## config.mk

```make
export PLATFORM = sky130hd
export DESIGN_NAME = converter_config_regs
export DESIGN_NICKNAME = d
export VERILOG_FILES = /design/src/verilog/conv_cfg_pkg.sv /design/src/verilog/cfg_byte_reg.sv /design/src/verilog/cfg_readback.sv /design/src/verilog/converter_config_regs.sv
export SDC_FILE = /design/constraint.sdc
export NUM_CORES = 1
export LEC_CHECK = 0
export ABC_CLOCK_PERIOD_IN_PS = 2300
export BUFFER_PORTS_ARGS = -buffer_cell sky130_fd_sc_hd__buf_2
export CAP_MARGIN = 25
export CELL_PAD_IN_SITES_DETAIL_PLACEMENT = 0
export CELL_PAD_IN_SITES_GLOBAL_PLACEMENT = 1
export CORE_ASPECT_RATIO = 0.7
export CORE_MARGIN = 8
export CORE_UTILIZATION = 37
export DETAILED_ROUTE_END_ITERATION = 7
export MAX_ROUTING_LAYER = met4
export PLACE_DENSITY = 0.88
export SYNTH_ARGS = -nofsm -noshare
export SYNTH_HDL_FRONTEND = slang
export SYNTH_SLANG_ARGS = --single-unit
```

## constraint.sdc

```tcl
create_clock -name clk_sys_i -period 2.3 [get_ports clk_sys_i]
set_input_delay 0.46 -clock clk_sys_i [delete_from_list [all_inputs] [get_ports clk_sys_i]]
set_output_delay 0.46 -clock clk_sys_i [all_outputs]
set_load 0.02 [all_outputs]
```

## src/verilog/conv_cfg_pkg.sv

```systemverilog
// Package: offsets, field positions, reset values and field structs
// for the converter configuration register bank.
// Assumes an 8-bit register access port from the serial interface logic.
package conv_cfg_pkg;

    // ------------------------------------------------------------
    // Register offsets
    // ------------------------------------------------------------
    localparam logic [7:0] ADDR_CONFIG0 = 8'hd0;
    localparam logic [7:0] ADDR_CONFIG1 = 8'hd1;
    localparam logic [7:0] ADDR_SLEW_DISCH = 8'hd2;
    localparam logic [7:0] ADDR_INPUT_DET = 8'hd3;

    // ------------------------------------------------------------
    // Reset values and implemented-bit masks
    // ------------------------------------------------------------
    localparam logic [7:0] RST_CONFIG0 = 8'h32;
    localparam logic [7:0] RST_CONFIG1 = 8'h09;
    localparam logic [7:0] RST_SLEW_DISCH = 8'h40;
    localparam logic [7:0] RST_INPUT_DET = 8'h20;
    localparam logic [7:0] MASK_CONFIG0 = 8'h7f;
    localparam logic [7:0] MASK_CONFIG1 = 8'hff;
    localparam logic [7:0] MASK_SLEW_DISCH = 8'h7f;
    localparam logic [7:0] MASK_INPUT_DET = 8'hff;

    // ------------------------------------------------------------
    // Field positions
    // ------------------------------------------------------------
    localparam int C0_NEG_LIMIT = 6;
    localparam int C0_AUX_REG = 5;
    localparam int C0_IMON_LIM = 4;
    localparam int C0_HICCUP = 3;
    localparam int C0_SPREAD = 2;
    localparam int C0_USLEEP = 1;
    localparam int C0_STAGE = 0;
    localparam int C1_THW_EN = 7;
    localparam int C1_THW_LSB = 5;
    localparam int C1_FAULT_INT = 4;
    localparam int C1_TRK_DIRECT = 3;
    localparam int C1_BIAS_PRIO = 2;
    localparam int C1_2P_FORCED = 1;
    localparam int C1_2P_SAVE = 0;
    localparam int C2_ACT_DOWN = 6;
    localparam int C2_SLEW_LSB = 4;
    localparam int C2_DISCH_LSB = 2;
    localparam int C2_DISCH_STAGE = 1;
    localparam int C2_DISCH_THR = 0;
    localparam int C3_IVP = 7;
    localparam int C3_IVR = 6;
    localparam int C3_DET_EN = 5;
    localparam int C3_DET_LSB = 0;

    // Discharge current codes after folding code three onto fast
    localparam logic [1:0] DISCH_FAST = 2'h2;

    // ------------------------------------------------------------
    // Decoded configuration carried to the analog controls
    // ------------------------------------------------------------
    typedef struct packed {
        logic negative_limit_enable;
        logic aux_regulator_enable;
        logic imon_limiter_enable;
        logic hiccup_enable;
        logic dual_spread_enable;
        logic micro_sleep_enable;
        logic power_stage_enable;
        logic thermal_warning_enable;
        logic [1:0] thermal_warning_level;
        logic fault_pin_interrupt_mode;
        logic tracking_direct_startup;
        logic bias_supply_priority;
        logic two_phase_forced_pwm_enable;
        logic two_phase_power_save_enable;
        logic active_down_ramp_enable;
        logic [1:0] ramp_slew_select;
        logic [1:0] discharge_current_select;
        logic discharge_with_stage_enable;
        logic discharge_to_threshold;
        logic input_protect_enable;
        logic input_regulation_select;
        logic voltage_detect_enable;
        logic [4:0] voltage_detect_falling_level;
    } conv_cfg_s;

endpackage

```

## src/verilog/cfg_byte_reg.sv

```systemverilog
// One 8-bit configuration register with a mask of implemented bits.
// Assumes a one-cycle write strobe on the system clock.
`timescale 1ns/1ps
module cfg_byte_reg #(
    parameter logic [7:0] RESET_VAL = 8'h00,
    parameter logic [7:0] IMPL_MASK = 8'hff
) (
    input wire logic clk_sys_i,
    input wire logic rst_n_i,
    input wire logic wr_i,
    input wire logic [7:0] wdata_i,
    output logic [7:0] q_o
);
    logic [7:0] value_r;

    // Masked bits never store, so they read back as zero
    always_ff @(posedge clk_sys_i) begin
        if (!rst_n_i) begin
            value_r <= RESET_VAL & IMPL_MASK;
        end else if (wr_i) begin
            value_r <= wdata_i & IMPL_MASK;
        end
    end

    assign q_o = value_r;
endmodule // cfg_byte_reg

```

## src/verilog/cfg_readback.sv

```systemverilog
// Read multiplexer for the four configuration registers.
// Assumes register values already masked; unmapped offsets read zero.
`timescale 1ns/1ps
module cfg_readback (
    input wire logic [7:0] addr_i,
    input wire logic [7:0] cfg0_i,
    input wire logic [7:0] cfg1_i,
    input wire logic [7:0] cfg2_i,
    input wire logic [7:0] cfg3_i,
    output logic [7:0] rdata_o
);
    always_comb begin
        case (addr_i)
            conv_cfg_pkg::ADDR_CONFIG0: rdata_o = cfg0_i;
            conv_cfg_pkg::ADDR_CONFIG1: rdata_o = cfg1_i;
            conv_cfg_pkg::ADDR_SLEW_DISCH: rdata_o = cfg2_i;
            conv_cfg_pkg::ADDR_INPUT_DET: rdata_o = cfg3_i;
            default: rdata_o = 8'h00;
        endcase
    end
endmodule // cfg_readback

```

## src/verilog/converter_config_regs.sv

```systemverilog
// Converter configuration register bank: four 8-bit registers at
// offsets d0..d3, written and read by the serial interface logic.
// Assumes wr/rd strobes are one-cycle pulses on clk_sys_i.
//
// Contract
// - Unimplemented bits drop writes and read back zero.
// - Config0 bit 6 also limits negative current; resets clear.
// - Config0 bit 5 enables the auxiliary regulator; resets enabled.
// - Config0 bit 4 enables current monitor limiter; resets one.
// - Config0 bit 3 enables hiccup short protection; resets zero.
// - Config0 bit 2 enables dual spread spectrum; resets zero.
// - Config0 bit 1 enables micro sleep; resets one.
// - Config0 bit 0 enables power stage; resets zero.
// - Config1 bit 7 enables thermal warning; resets zero.
// - Config1 bits 6:5 pick 140/125/110/95 C warning level; reset zero.
// - Config1 bit 4 makes fault pin an interrupt output; resets zero.
// - Config1 bit 3 gives direct start under tracking; resets one.
// - Config1 bit 2 prefers bias input for second supply; resets zero.
// - Bit 1 two-phase in forced PWM (reset 0), bit 0 power save (1).
// - Config2 bit 6 enables active down ramp; resets one.
// - Config2 bits 5:4 pick ramp slew 40/20/1/0.5 mV/us.
// - Config2 bits 3:2 pick 25/50/75 mA; code three is 75 mA.
// - Config2 bit 1 ties discharge to power stage enable; resets zero.
// - Config2 bit 0 discharges until threshold voltage; resets zero.
// - Config3 bit 7 input protection, bit 6 regulation instead; reset zero.
// - Config3 bit 5 voltage detect (reset 1); bits 4:0 falling level.
`timescale 1ns/1ps
module converter_config_regs (
    input wire logic clk_sys_i,
    input wire logic rst_n_i,
    input wire logic [7:0] addr_i,
    input wire logic wr_i,
    input wire logic [7:0] wdata_i,
    input wire logic rd_i,
    output logic [7:0] rdata_o,
    output logic rvalid_o,
    output conv_cfg_pkg::conv_cfg_s cfg_o
);

    // ------------------------------------------------------------
    // Register storage
    // ------------------------------------------------------------
    logic [7:0] cfg0;
    logic [7:0] cfg1;
    logic [7:0] cfg2;
    logic [7:0] cfg3;
    logic [7:0] rd_mux;
    logic [7:0] rdata_r;
    logic rvalid_r;
    logic wr0;
    logic wr1;
    logic wr2;
    logic wr3;
    logic [1:0] disch_sel;

    assign wr0 = wr_i && (addr_i == conv_cfg_pkg::ADDR_CONFIG0);
    assign wr1 = wr_i && (addr_i == conv_cfg_pkg::ADDR_CONFIG1);
    assign wr2 = wr_i && (addr_i == conv_cfg_pkg::ADDR_SLEW_DISCH);
    assign wr3 = wr_i && (addr_i == conv_cfg_pkg::ADDR_INPUT_DET);

    cfg_byte_reg #(
        .RESET_VAL(conv_cfg_pkg::RST_CONFIG0),
        .IMPL_MASK(conv_cfg_pkg::MASK_CONFIG0)
    ) u_cfg0 (
        .clk_sys_i(clk_sys_i),
        .rst_n_i(rst_n_i),
        .wr_i(wr0),
        .wdata_i(wdata_i),
        .q_o(cfg0)
    );

    cfg_byte_reg #(
        .RESET_VAL(conv_cfg_pkg::RST_CONFIG1),
        .IMPL_MASK(conv_cfg_pkg::MASK_CONFIG1)
    ) u_cfg1 (
        .clk_sys_i(clk_sys_i),
        .rst_n_i(rst_n_i),
        .wr_i(wr1),
        .wdata_i(wdata_i),
        .q_o(cfg1)
    );

    cfg_byte_reg #(
        .RESET_VAL(conv_cfg_pkg::RST_SLEW_DISCH),
        .IMPL_MASK(conv_cfg_pkg::MASK_SLEW_DISCH)
    ) u_cfg2 (
        .clk_sys_i(clk_sys_i),
        .rst_n_i(rst_n_i),
        .wr_i(wr2),
        .wdata_i(wdata_i),
        .q_o(cfg2)
    );

    cfg_byte_reg #(
        .RESET_VAL(conv_cfg_pkg::RST_INPUT_DET),
        .IMPL_MASK(conv_cfg_pkg::MASK_INPUT_DET)
    ) u_cfg3 (
        .clk_sys_i(clk_sys_i),
        .rst_n_i(rst_n_i),
        .wr_i(wr3),
        .wdata_i(wdata_i),
        .q_o(cfg3)
    );

    // ------------------------------------------------------------
    // Read path
    // ------------------------------------------------------------
    cfg_readback u_rb (
        .addr_i(addr_i),
        .cfg0_i(cfg0),
        .cfg1_i(cfg1),
        .cfg2_i(cfg2),
        .cfg3_i(cfg3),
        .rdata_o(rd_mux)
    );

    // Registered read data so the serial shifter sees a stable byte
    always_ff @(posedge clk_sys_i) begin
        if (!rst_n_i) begin
            rdata_r <= 8'h00;
            rvalid_r <= 1'b0;
        end else begin
            rvalid_r <= rd_i;
            if (rd_i) begin
                rdata_r <= rd_mux;
            end
        end
    end

    assign rdata_o = rdata_r;
    assign rvalid_o = rvalid_r;

    // ------------------------------------------------------------
    // Field decode to converter controls
    // ------------------------------------------------------------
    // negative limit
    assign cfg_o.negative_limit_enable = cfg0[conv_cfg_pkg::C0_NEG_LIMIT];
    assign cfg_o.aux_regulator_enable = cfg0[conv_cfg_pkg::C0_AUX_REG];
    assign cfg_o.imon_limiter_enable = cfg0[conv_cfg_pkg::C0_IMON_LIM];
    assign cfg_o.hiccup_enable = cfg0[conv_cfg_pkg::C0_HICCUP];
    assign cfg_o.dual_spread_enable = cfg0[conv_cfg_pkg::C0_SPREAD];
    assign cfg_o.micro_sleep_enable = cfg0[conv_cfg_pkg::C0_USLEEP];
    assign cfg_o.power_stage_enable = cfg0[conv_cfg_pkg::C0_STAGE];
    assign cfg_o.thermal_warning_enable = cfg1[conv_cfg_pkg::C1_THW_EN];
    assign cfg_o.thermal_warning_level =
        cfg1[conv_cfg_pkg::C1_THW_LSB +: 2];
    assign cfg_o.fault_pin_interrupt_mode =
        cfg1[conv_cfg_pkg::C1_FAULT_INT];
    assign cfg_o.tracking_direct_startup =
        cfg1[conv_cfg_pkg::C1_TRK_DIRECT];
    assign cfg_o.bias_supply_priority = cfg1[conv_cfg_pkg::C1_BIAS_PRIO];
    assign cfg_o.two_phase_forced_pwm_enable =
        cfg1[conv_cfg_pkg::C1_2P_FORCED];
    assign cfg_o.two_phase_power_save_enable =
        cfg1[conv_cfg_pkg::C1_2P_SAVE];
    assign cfg_o.active_down_ramp_enable = cfg2[conv_cfg_pkg::C2_ACT_DOWN];
    assign cfg_o.ramp_slew_select = cfg2[conv_cfg_pkg::C2_SLEW_LSB +: 2];
    // discharge current, code three folded onto fast
    always_comb begin
        disch_sel = cfg2[conv_cfg_pkg::C2_DISCH_LSB +: 2];
        if (disch_sel > conv_cfg_pkg::DISCH_FAST) begin
            disch_sel = conv_cfg_pkg::DISCH_FAST;
        end
    end
    assign cfg_o.discharge_current_select = disch_sel;
    assign cfg_o.discharge_with_stage_enable =
        cfg2[conv_cfg_pkg::C2_DISCH_STAGE];
    assign cfg_o.discharge_to_threshold = cfg2[conv_cfg_pkg::C2_DISCH_THR];
    assign cfg_o.input_protect_enable = cfg3[conv_cfg_pkg::C3_IVP];
    assign cfg_o.input_regulation_select = cfg3[conv_cfg_pkg::C3_IVR];
    assign cfg_o.voltage_detect_enable = cfg3[conv_cfg_pkg::C3_DET_EN];
    assign cfg_o.voltage_detect_falling_level =
        cfg3[conv_cfg_pkg::C3_DET_LSB +: 5];

    // ------------------------------------------------------------
    // Checks
    // ------------------------------------------------------------
    chk_unimpl_zero: assert property (
        @(posedge clk_sys_i) disable iff (!rst_n_i)
        !cfg0[7] && !cfg2[7])
        else $error("unimplemented bit reads one");

    chk_reset_cfg0: assert property (
        @(posedge clk_sys_i) !rst_n_i |=> cfg0 == 8'h32)
        else $error("config0 reset value wrong");

    chk_reset_all: assert property (
        @(posedge clk_sys_i) !rst_n_i |=>
        cfg1 == 8'h09 && cfg2 == 8'h40 && cfg3 == 8'h20)
        else $error("config1..3 reset value wrong");

    chk_write_cfg0: assert property (
        @(posedge clk_sys_i) disable iff (!rst_n_i)
        wr0 |=> cfg_o.power_stage_enable == $past(wdata_i[0])
        && cfg_o.negative_limit_enable == $past(wdata_i[6]))
        else $error("config0 write not taken");

    chk_hold_cfg1: assert property (
        @(posedge clk_sys_i) disable iff (!rst_n_i)
        !wr1 |=> $stable(cfg1))
        else $error("config1 changed without write");

    chk_disch_fold: assert property (
        @(posedge clk_sys_i) disable iff (!rst_n_i)
        cfg2[3:2] == 2'h3 |-> cfg_o.discharge_current_select == 2'h2)
        else $error("discharge code three not fast");

    chk_read_data: assert property (
        @(posedge clk_sys_i) disable iff (!rst_n_i)
        rd_i && addr_i == 8'hd2 && !wr_i |=>
        rvalid_o && rdata_o == cfg2 && !rdata_o[7])
        else $error("config2 readback wrong");

    chk_read_unmapped: assert property (
        @(posedge clk_sys_i) disable iff (!rst_n_i)
        rd_i && addr_i > 8'hd3 |=> rdata_o == 8'h00)
        else $error("unmapped read not zero");

    chk_detect_level: assert property (
        @(posedge clk_sys_i) disable iff (!rst_n_i)
        wr3 |=> cfg_o.voltage_detect_falling_level == $past(wdata_i[4:0])
        && cfg_o.input_protect_enable == $past(wdata_i[7]))
        else $error("config3 write not taken");

    chk_aux_enable: assert property (
        @(posedge clk_sys_i) disable iff (!rst_n_i)
        wr0 |=> cfg_o.aux_regulator_enable == $past(wdata_i[5]))
        else $error("aux regulator write not taken");

    chk_monitor_limiter: assert property (
        @(posedge clk_sys_i) disable iff (!rst_n_i)
        wr0 |=> cfg_o.imon_limiter_enable == $past(wdata_i[4]))
        else $error("monitor limiter write not taken");

    chk_hiccup_enable: assert property (
        @(posedge clk_sys_i) disable iff (!rst_n_i)
        wr0 |=> cfg_o.hiccup_enable == $past(wdata_i[3]))
        else $error("hiccup write not taken");

    chk_spread_enable: assert property (
        @(posedge clk_sys_i) disable iff (!rst_n_i)
        wr0 |=> cfg_o.dual_spread_enable == $past(wdata_i[2]))
        else $error("spread spectrum write not taken");

    chk_sleep_enable: assert property (
        @(posedge clk_sys_i) disable iff (!rst_n_i)
        wr0 |=> cfg_o.micro_sleep_enable == $past(wdata_i[1]))
        else $error("micro sleep write not taken");

    chk_stage_reset: assert property (
        @(posedge clk_sys_i) !rst_n_i |=> !cfg_o.power_stage_enable)
        else $error("power stage on after reset");

    chk_thermal_enable: assert property (
        @(posedge clk_sys_i) disable iff (!rst_n_i)
        wr1 |=> cfg_o.thermal_warning_enable == $past(wdata_i[7]))
        else $error("thermal enable write not taken");

    chk_thermal_level: assert property (
        @(posedge clk_sys_i) disable iff (!rst_n_i)
        wr1 |=> cfg_o.thermal_warning_level == $past(wdata_i[6:5]))
        else $error("thermal level write not taken");

    chk_fault_mode: assert property (
        @(posedge clk_sys_i) disable iff (!rst_n_i)
        wr1 |=> cfg_o.fault_pin_interrupt_mode == $past(wdata_i[4]))
        else $error("fault pin mode write not taken");

    chk_track_start: assert property (
        @(posedge clk_sys_i) disable iff (!rst_n_i)
        wr1 |=> cfg_o.tracking_direct_startup == $past(wdata_i[3]))
        else $error("tracking start write not taken");

    chk_bias_priority: assert property (
        @(posedge clk_sys_i) disable iff (!rst_n_i)
        wr1 |=> cfg_o.bias_supply_priority == $past(wdata_i[2]))
        else $error("bias priority write not taken");

    chk_two_phase: assert property (
        @(posedge clk_sys_i) disable iff (!rst_n_i)
        wr1 |=> cfg_o.two_phase_forced_pwm_enable == $past(wdata_i[1])
        && cfg_o.two_phase_power_save_enable == $past(wdata_i[0]))
        else $error("two-phase write not taken");

    chk_down_ramp: assert property (
        @(posedge clk_sys_i) disable iff (!rst_n_i)
        wr2 |=> cfg_o.active_down_ramp_enable == $past(wdata_i[6]))
        else $error("down ramp write not taken");

    chk_slew_select: assert property (
        @(posedge clk_sys_i) disable iff (!rst_n_i)
        wr2 |=> cfg_o.ramp_slew_select == $past(wdata_i[5:4]))
        else $error("slew write not taken");

    chk_disch_pass: assert property (
        @(posedge clk_sys_i) disable iff (!rst_n_i)
        cfg2[3:2] != 2'h3 |-> cfg_o.discharge_current_select == cfg2[3:2])
        else $error("discharge code not passed through");

    chk_disch_stage: assert property (
        @(posedge clk_sys_i) disable iff (!rst_n_i)
        wr2 |=> cfg_o.discharge_with_stage_enable == $past(wdata_i[1]))
        else $error("discharge with stage write not taken");

    chk_disch_thresh: assert property (
        @(posedge clk_sys_i) disable iff (!rst_n_i)
        wr2 |=> cfg_o.discharge_to_threshold == $past(wdata_i[0]))
        else $error("discharge to threshold write not taken");

    chk_input_regulation: assert property (
        @(posedge clk_sys_i) disable iff (!rst_n_i)
        wr3 |=> cfg_o.input_regulation_select == $past(wdata_i[6]))
        else $error("input regulation write not taken");

    chk_detect_enable: assert property (
        @(posedge clk_sys_i) disable iff (!rst_n_i)
        wr3 |=> cfg_o.voltage_detect_enable == $past(wdata_i[5]))
        else $error("detect enable write not taken");

    chk_hold_cfg0: assert property (
        @(posedge clk_sys_i) disable iff (!rst_n_i)
        !wr0 |=> $stable(cfg0))
        else $error("config0 changed without write");

    chk_hold_cfg2: assert property (
        @(posedge clk_sys_i) disable iff (!rst_n_i)
        !wr2 |=> $stable(cfg2))
        else $error("config2 changed without write");

    chk_hold_cfg3: assert property (
        @(posedge clk_sys_i) disable iff (!rst_n_i)
        !wr3 |=> $stable(cfg3))
        else $error("config3 changed without write");

endmodule // converter_config_regs
```

==> results of run 1 <==
## through the flow
| step | setup WS, ns | instances |
|---|---|---|
| final | 0.6296 | 281 |
| after detailed placement | 0.3471 | 274 |
| after global placement | 0.3663 | 274 |
| after floorplan | 0.3643 | 162 |
| after CTS | 0.6345 | 281 |
| after global routing | 0.5810 | 281 |
## registers in the layout, summed over array words and instances, names as in the netlist
register / flops
u_cfg3.q_o: 8
u_cfg1.q_o: 8
u_cfg2.q_o: 7
u_cfg0.q_o: 7
rdata_o: 8
rvalid_o: 1
## cell type report
cell class | count | area, µm²
inverter | 3 | 11.26
tap | 57 | 71.32
clock buffer | 6 | 72.57
fill | 450 | 2439
multi-input combinational | 106 | 873.3
sequential | 39 | 780.7
clock inverter | 1 | 30.03
timing repair buffer | 69 | 372.9
## power groups by stage
stage	logic, W	clock network (W)	registers, W
3_3_place_gp	0.0000956	0	0.000693
3_5_place_dp	0.0000963	0	0.000693
4_1_cts	0.0000967	0.000563	0.000677
2_1_floorplan	0.0000581	0	0.000695
5_1_grt	0.000105	0.000605	0.000677
6_report	0.0000957	0.000554	0.000677
## metal layers
layer  global-route usage  vias to the layer above
li1                     -                      685
met1               0.1778                      662
met2               0.2065                       45
met3              0.05393                        4
met4              0.04467                        0
met5                    -                        -
## critical path: stages
cell,delay (ns)
buf_2,0.10
or4b_4,0.62
nor4_4,0.28
buf_4,0.22
mux2i_1,0.20
## cell usage after synthesis (all sizes together)
cell / count / area share
nor2b: 1 / 0.0036
or4: 1 / 0.0043
or2: 1 / 0.0036
or4b: 1 / 0.0079
nor4: 5 / 0.056
clkinv: 1 / 0.0021
mux2i: 31 / 0.18
nor2: 14 / 0.030
dfxtp: 39 / 0.45
nand2b: 1 / 0.0036
a32o: 7 / 0.040
nand4b: 1 / 0.0050
inv: 2 / 0.0043
mux4: 7 / 0.090
buf: 8 / 0.033
nand2: 35 / 0.075
a21oi: 1 / 0.0029
clkbuf: 6 / 0.013
## layout by cell type, fill, tap and decap left out
cell,count
a32o_1,7
mux2i_1,31
nor4_2,1
nand2b_1,1
nor4_4,4
clkbuf_8,5
buf_2,58
nand2_1,35
bufinv_16,1
or4_1,1
nor2_1,14
mux4_2,7
dfxtp_1,39
nand4b_1,1
clkbuf_1,1
or4b_4,1
a21oi_1,1
clkinv_1,1
buf_4,11
or2_2,1
nor2b_1,1
inv_1,2
## logic make-up (layout without fill, tap and decap cells)
| kind of cell | Yosys count | in the layout | synth area share |
|---|---|---|---|
| AND/OR/NAND/NOR | 60 | 60 | 0.1893 |
| AO/OA/AOI/OAI | 8 | 8 | 0.04301 |
| multiplexers | 38 | 38 | 0.2681 |
| flip-flops | 39 | 39 | 0.4473 |
| buffers and inverters | 17 | 79 | 0.05233 |
## final timing paths
| path | start | to | slack (ns) | depth (start not counted) |
|---|---|---|---|---|
| setup / recovery | addr_i[3] | u_cfg2.q_o[1] | 0.63 | 5 |
| setup reg to reg | u_cfg3.q_o[7] | rdata_o[7] | 1.17 | 3 |
| hold reg to reg | rdata_o[7] | rdata_o[7] | 0.47 | 2 |
| hold / removal | wdata_i[1] | u_cfg0.q_o[1] | 0.44 | 3 |
==> results.py, run 1 <==
metrics = {
    "clock_tree": {
        "htreeDepth": 2,
        "cts_tree": "yes",
        "cts_sinks": 39,
        "post_cts.repair.setup_buffers": 0,
        "clockRootBuffer": "clkbuf_8",
        "post_cts_resize_count": 0,
        "cts.reportedPaths.clkPinSlew_ns": 0.07,
        "cts_hold_repair.buffers": 0,
        "cts_buffers": 5,
        "worstSkewPairLatency_ns": 0.29,
        "cts.path.max_buffers": 2,
    },
    "logic_synthesis": {
        "ys_seq_area_frac": 0.4473,
        "synth.avg_cell_area_um2": 10.77,
        "syn_inst": 162,
        "synth_warnings": 0,
        "synth.net_count": 182,
        "synth_area_um2": 1745,
        "synth_cell_types": 22,
        "synth_seq_cells": 39,
    },
    "finish": {
        "fin_util": 0.4757,
        "areaGrowthSynthToFinish_pct": 26.74,
        "drive_gt1_frac": 0.3973,
        "final_area_um2": 2212,
        "nNetsFinal": 244,
        "n_antenna_cell": 0,
    },
    "placement": {
        "hpwl_um": 3506,
        "place_area_um2": 2110,
        "place.gp.congestion": 0.7478,
        "port-buffer-count": 58,
    },
    "routing": {
        "wl_met3_um": 260,
        "viasPerCell": 4.968,
        "routedLengthMet1_um": 2428,
        "drc": 0,
        "dr.pass1.iters": 4,
        "drt_iter0_drc": 79,
        "ant_nets": 0,
        "vias": 1396,
        "wl_um": 4728,
        "wl_per_cell_um": 16.83,
        "wl_met2_um": 1995,
        "highest_layer": "met4",
    },
    "setup_path": {
        "path_class": "in -> reg",
        "arrival_ns": 1.89,
        "end_kind": "flop",
        "crit_path_start_kind": "primary input",
        "path_max_fanout": 5,
        "worstPathRequired_ns": 2.52,
    },
    "global_route": {
        "grt_usage": 0.1421,
        "grt_pass1_wl_um": 7652,
        "grt_overflow": 0,
        "grt_pass1_vias": 1511,
        "antenna_found_initial": 0,
        "grt_max_degree": 26,
    },
    "floorplanning": {
        "initial_core_util": 0.3753,
        "ios": 59,
        "fp-row-count": 21,
        "die_y_um": 73.47,
        "die_area_um2": 7206,
        "die_x_um": 98.09,
        "core-area_um2": 4651,
    },
    "sta": {
        "worst_hold_slack_ns": 0.4371,
        "drv_slew": 0,
        "setup_tns_ns": 0,
        "worstMarginPinSlew_ns": 0.4233,
        "fmax_mhz": 598.7,
        "clock_skew_ns": 0.004053,
        "rsz0062_at_grt": "no",
        "min_period_over_period": 0.7263,
        "min_period_ns": 1.670,
        "relSlewSlack": 0.7171,
        "setup_viol": 0,
        "final_hold_viol_count": 0,
    },
    "power_and_ir_drop": {
        "power_w": 0.001327,
        "power_frac_comb": 0.072,
        "p_leak_nw": 0.9195,
        "seq_power_share": 0.510,
        "ir_worst_vdd_uv": 259.6,
        "p_sw_w": 0.0002965,
        "p_sw_frac": 0.2234,
        "p_per_area_nw_per_um2": 599.9,
        "internal_power_w": 0.001031,
        "p_clk_frac": 0.418,
    },
    "outcome": {
        "status": "complete, no violations",
    },
    "hold_path": {
        "hold_class": "in -> reg",
    },
    "run": {
        "cap_violations": 0,
    },
}
No activity file was read; power rests on OpenSTA's default activity.
==> inputs of run 2 (changes only) <==
ABC_AREA = 1   (was default)
ABC_CLOCK_PERIOD_IN_PS = 1650   (was 2300)
CORE_UTILIZATION = 35   (was 37)
clock period = 1.65 ns   (was 2.3 ns; I/O delays follow)
==> run 2 against run 1 <==
  * First-iteration DRC count increased by 35%
  * Die area increased by 7.5%
  * Sequential share of layout area decreased by 0.18 points
  * Synthesized cell count increased by 49%
  * Final cell count increased by 32%
  * Setup slack got worse by 0.21 ns
==> results.py, run 2 <==
metrics = {
    "power_and_ir_drop": {
        "p_leak_nw": 1.027,
        "p_sw_w": 0.0004113,
        "p_sw_frac": 0.2245,
        "internal_power_w": 0.001421,
        "p_per_area_nw_per_um2": 823.9,
        "ir_worst_vdd_uv": 366.4,
        "power_frac_comb": 0.064,
        "seq_power_share": 0.515,
        "p_clk_frac": 0.420,
    },
    "finish": {
        "final_common_cell": "nand2_1",
        "fin_util": 0.4343,
        "layout_common_cells": "87 x nand2_1, 58 x buf_2, 39 x dfxtp_1, 37 x nand3_1, 31 x a21oi_1",
        "final_area_um2": 2223,
        "areaGrowthSynthToFinish_pct": 23.15,
        "nNetsFinal": 318,
        "n_antenna_cell": 0,
        "drive_gt1_frac": 0.2852,
    },
    "sta": {
        "relSlewSlack": 0.7770,
        "setup_viol": 0,
        "rsz0062_at_grt": "no",
        "clock_skew_ns": 0.007279,
        "min_period_over_period": 0.7449,
        "drv_slew": 0,
        "worst_hold_slack_ns": 0.2999,
        "worstMarginPinSlew_ns": 0.3345,
        "setup_tns_ns": 0,
        "setup_slack_ns": 0.4209,
        "final_hold_viol_count": 0,
        "min_period_ns": 1.229,
        "fmax_mhz": 813.6,
    },
    "routing": {
        "vias": 1748,
        "ant_nets": 0,
        "drt_iter0_drc": 107,
        "wl_um": 5384,
        "viasPerCell": 4.724,
        "wl_per_cell_um": 14.55,
        "dr.pass1.iters": 5,
        "drc": 0,
    },
    "global_route": {
        "grt_usage": 0.1467,
        "grt_pass1_vias": 1693,
        "grt_pass1_wl_um": 8700,
        "grt_overflow": 0,
        "antenna_found_initial": 0,
        "grt_max_degree": 31,
    },
    "setup_path": {
        "crit_path_start": "u_cfg2.q_o[2]",
        "crit_path_start_kind": "flop",
        "critPathSlowestCell": "dfxtp_1",
        "worstPathRequired_ns": 1.32,
        "slowest_delay_ns": 0.33,
        "arrival_ns": 0.90,
        "path_max_fanout": 2,
        "cp_top_family": "flip-flops",
        "critPathBufInv": 2,
        "end_kind": "primary output",
        "path_class": "reg -> out",
        "path_cells": "inv_1 > nor2_1 > buf_2",
        "r2r-start": "u_cfg1.q_o[5]",
    },
    "floorplanning": {
        "die_y_um": 76.09,
        "die_x_um": 101.8,
        "ios": 59,
        "initial_core_util": 0.3526,
        "core-area_um2": 5120,
        "die_area_um2": 7749,
        "fp-row-count": 22,
    },
    "run": {
        "cap_violations": 0,
    },
    "logic_synthesis": {
        "synth.avg_cell_area_um2": 7.461,
        "synth_area_um2": 1805,
        "synth-edff-count": 0,
        "synth_warnings": 0,
        "synth_cell_types": 19,
        "synth_top_area_frac": 0.4324,
        "synth_seq_cells": 39,
        "yosysMostFrequentCell": "nand2_1",
        "syn_inst": 242,
        "async_reset_ff_frac": 0,
        "synthTopCellsByCount": "87 x nand2_1, 39 x dfxtp_1, 37 x nand3_1",
        "synth.net_count": 262,
        "synth_ff_type": "dfxtp_1",
        "ys_seq_area_frac": 0.4324,
        "synth_top_cell_by_area": "dfxtp_1",
        "synth_area_leaders": "dfxtp_1 43%, nand2_1 18%, nand3_1 10%, a21oi_1 8.6%, nand3_4 3.9%",
    },
    "placement": {
        "hpwl_um": 4151,
        "dp_worst_setup_slack_ns": 0.1714,
        "port-buffer-count": 58,
        "place_area_um2": 2121,
        "place.gp.congestion": 0.8431,
    },
    "hold_path": {
        "hold_class": "in -> reg",
        "min_from": "wdata_i[5]",
    },
    "clock_tree": {
        "cts.reportedPaths.clkPinSlew_ns": 0.07,
        "cts_tree": "yes",
        "cts_hold_repair.buffers": 0,
        "cts_buffers": 5,
        "worstSkewPairLatency_ns": 0.29,
        "post_cts_resize_count": 0,
        "post_cts.repair.setup_buffers": 0,
        "htreeDepth": 2,
        "cts_sinks": 39,
        "cts.path.max_buffers": 2,
        "clockRootBuffer": "clkbuf_8",
    },
    "outcome": {
        "status": "complete, no violations",
    },
}
-- run 2: logic make-up after synthesis --
| logic type | count (synthesis) | share of synthesized area |
|---|---|---|
| DFF | 39 | 0.4324 |
| and+or+nand+nor | 137 | 0.3735 |
| buffers and inverters | 27 | 0.08592 |
| AOI/OAI and AO/OA | 39 | 0.1081 |
-- run 2: metal layers --
layer  up-vias  global-route usage  share of wire
met5         -                   -              0
met1       780              0.2004           0.50
met3         7             0.04288          0.076
li1        901                   -              -
met2        60              0.1980           0.42
met4         0             0.05109          0.012
-- run 2: area by class of cell --
class,instances,area [µm²]
Fill cell,558,2897
Sequential cell,39,780.7
Timing Repair Buffer,63,327.8
Clock buffer,6,72.57
Multi-Input combinational cell,176,869.6
Clock inverter,1,30.03
Inverter,13,52.55
Tap cell,72,90.09
-- run 2: path summary, 6_finish.rpt --
check                       end  slack, ns  cells after the start
setup reg to reg     rdata_o[5]       0.76                      4
hold reg to reg      rdata_o[3]       0.47                      2
hold / removal    u_cfg0.q_o[5]       0.30                      3
setup / recovery      cfg_o[10]       0.42                      3
-- run 2: worst min-delay path: stages --
cell and delay [ns]:
buf_2 0.12, nand2_1 0.06, nand3_1 0.05
-- run 2: metrics by stage --
| step | instances | power (W) |
|---|---|---|
| after floorplan | 242 | 0.001032 |
| after global placement | 363 | 0.001084 |
| after detailed placement | 363 | 0.001084 |
| after CTS | 370 | 0.001842 |
| after global routing | 370 | 0.001906 |
| final | 370 | 0.001832 |
-- run 2: power groups by stage --
stage | Sequential [W] | Combinational, W | Clock (W)
5_1_grt | 0.000944 | 0.000129 | 0.000833
4_1_cts | 0.000944 | 0.000118 | 0.000780
3_3_place_gp | 0.000966 | 0.000117 | 0
3_5_place_dp | 0.000966 | 0.000118 | 0
6_report | 0.000944 | 0.000118 | 0.000770
2_1_floorplan | 0.000969 | 0.0000623 | 0
==> inputs of run 3 (changes only) <==
ABC_AREA = 0   (was 1)
ABC_CLOCK_PERIOD_IN_PS = 1100   (was 1650)
CORE_UTILIZATION = 34   (was 35)
PLACE_DENSITY = 0.85   (was 0.88)
clock period = 1.1 ns   (was 1.65 ns; I/O delays follow)
==> run 3 against run 2 <==
  * The flow now finishes with violations (setup timing)
  * First-iteration DRC count down 41%
  * Largest power group unchanged
  * Critical path type is now in -> reg
  * Clock power grew 22%
  * Clock skew rose by 0.00067 ns
  * Highest routed layer unchanged
  * Flip-flop and latch count is the same
  * Via count down 9.8%
  * Sequential power up 50%
  * Combinational power rose by 110%
  * Setup slack got worse by 0.66 ns
  * Worst hold slack worse by 0.097 ns
  * Die area shrank 0.40%
  * Global-route usage decreased by 0.25 points
==> results.py, run 3 (synthesized netlist as in run 1, its figures left out) <==
metrics = {
    "placement": {
        "port-buffer-count": 58,
        "place.gp.congestion": 0.8210,
        "hpwl_um": 4036,
    },
    "power_and_ir_drop": {
        "p_sw_frac": 0.2422,
        "seq_power_share": 0.544,
        "p_per_area_nw_per_um2": 904.9,
        "p_leak_nw": 1.207,
        "power_frac_comb": 0.095,
        "p_sw_w": 0.0006298,
        "internal_power_w": 0.001971,
        "power_w": 0.002601,
        "ir_worst_vdd_uv": 475.3,
        "p_clk_frac": 0.361,
    },
    "clock_tree": {
        "cts_sinks": 39,
        "cts_hold_repair.buffers": 0,
        "cts.path.max_buffers": 2,
        "htreeDepth": 2,
        "cts_buffers": 5,
        "cts_tree": "yes",
        "worstSkewPairLatency_ns": 0.29,
        "clockRootBuffer": "clkbuf_8",
        "cts.reportedPaths.clkPinSlew_ns": 0.07,
    },
    "setup_path": {
        "r2r_setup_slack_ns": -0.11,
        "ff2ff_path_depth": 3,
        "path_max_fanout": 5,
        "critPathSlowestCell": "or4b_4",
        "crit_path_start_kind": "primary input",
        "slowest_delay_ns": 0.62,
        "arrival_ns": 1.55,
        "path_cells": "buf_6 > or4b_4 > nor4_4 > buf_4 > mux2i_1",
        "worstReg2RegEnd": "rdata_o[3]",
        "path_class": "in -> reg",
        "worstPathRequired_ns": 1.31,
        "r2r-start": "u_cfg2.q_o[3]",
        "end_kind": "flop",
    },
    "sta": {
        "min_period_ns": 1.344,
        "setup_slack_ns": -0.2441,
        "setup_viol": 38,
        "worstMarginPinSlew_ns": 0.2995,
        "drv_slew": 0,
        "rsz0062_at_grt": "yes",
        "worst_hold_slack_ns": 0.2024,
        "min_period_over_period": 1.222,
        "fmax_mhz": 744.0,
        "clock_skew_ns": 0.007952,
        "relSlewSlack": 0.7987,
        "final_hold_viol_count": 0,
    },
    "hold_path": {
        "hold_end": "u_cfg1.q_o[3]",
        "whs_path_depth": 3,
        "hold_class": "in -> reg",
        "min_from": "wdata_i[3]",
    },
    "floorplanning": {
        "core-area_um2": 4861,
        "die_area_um2": 7719,
        "ios": 59,
        "die_x_um": 101.6,
        "initial_core_util": 0.3591,
        "die_y_um": 75.95,
        "fp-row-count": 21,
    },
    "outcome": {
        "violations": "setup timing",
        "status": "complete, but fails checks",
    },
    "finish": {
        "n_antenna_cell": 0,
        "areaGrowthSynthToFinish_pct": 64.66,
        "nNetsFinal": 286,
        "layout_common_cells": "55 x buf_6, 35 x nand2_1, 31 x mux2i_1, 29 x buf_2, 27 x dfxtp_2",
        "nFillCells": 416,
        "final_common_cell": "buf_6",
        "drive_gt1_frac": 0.6030,
    },
    "global_route": {
        "grt_pass1_wl_um": 8576,
        "antenna_found_initial": 0,
        "grt_pass1_vias": 1738,
        "grt_usage": 0.1442,
        "grt_max_degree": 24,
        "grt_overflow": 0,
    },
    "routing": {
        "drt_iter0_drc": 63,
        "vias": 1576,
        "dr.pass1.iters": 4,
        "viasPerCell": 4.690,
        "ant_nets": 0,
        "wl_um": 5376,
        "drc": 0,
        "wl_per_cell_um": 16.00,
    },
    "run": {
        "cap_violations": 0,
    },
}
run 3: changes by cell type in the layout (fill, tap and decap cells not counted), sizes merged, moves of 5 or more:
cell and delta:
nand2 -55, buf +48, nand3 -41, mux2i +31, a21oi -30, inv -8
nor2 +8, o21ai -8, a32o +7, mux4 +7, nor4 +5
run 3: what timing repair did:
| action | CTS | global route |
|---|---|---|
| setup buffers | 1 | 3 |
| resized for setup | 83 | 30 |
| endpoints found under the setup margin | 64 | 64 |
run 3: worst max path at each step:
stage	end	from	cells after the start	slack (ns)
CTS	rdata_o[1]	addr_i[3]	5	-0.21
floorplan	u_cfg1.q_o[0]	addr_i[3]	4	-0.52
finish	u_cfg0.q_o[0]	addr_i[3]	5	-0.24
detailed placement	u_cfg2.q_o[4]	addr_i[3]	5	-0.54
global route	u_cfg3.q_o[3]	addr_i[3]	5	-0.32
global placement	rdata_o[0]	addr_i[3]	5	-0.50
run 3: layout make-up:
class	instances	area (µm²)	area share
Clock buffer	7	76.32	0.02656
Clock inverter	1	5.005	0.001741
Inverter	3	11.26	0.003918
Multi-Input combinational cell	106	888.4	0.3091
Sequential cell	39	814.5	0.2834
Tap cell	69	86.33	0.03004
Timing Repair Buffer	111	992.2	0.3452
run 3: metal layers:
| layer | vias to the layer above | track usage | share of wire |
|---|---|---|---|
| met4 | 0 | 0.04444 | 0.011 |
| li1 | 773 | - | - |
| met5 | - | - | 0 |
| met2 | 34 | 0.2339 | 0.50 |
| met1 | 761 | 0.1698 | 0.45 |
| met3 | 8 | 0.03650 | 0.043 |
run 3: power groups by stage:
stage               Sequential [W]  Combinational [W]  Clock (W)
floorplan                  0.00145           0.000123          0
global placement           0.00145           0.000239          0
detailed placement         0.00145           0.000242          0
CTS                        0.00141           0.000246   0.000948
global route               0.00141           0.000269    0.00102
finish                     0.00142           0.000248   0.000938
run 3: through the flow:
step	cell area, µm²	worst slack (ns)	util	std cells	setup TNS [ns]
floorplan	1749	-0.5228	-	162	-17.78
global placement	2435	-0.4975	0.5009	324	-17.22
CTS	2745	-0.2131	0.5647	333	-7.098
finish	2874	-0.2441	0.5912	336	-7.084
detailed placement	2435	-0.5355	0.5009	324	-18.81
global route	2874	-0.3234	0.5912	336	-9.318
run 3: worst max-delay path, delay by kind of cell:
family | cells | cell delay [ns]
and+or+nand+nor | 2 | 0.82
buffers and inverters | 2 | 0.29
muxes | 1 | 0.22
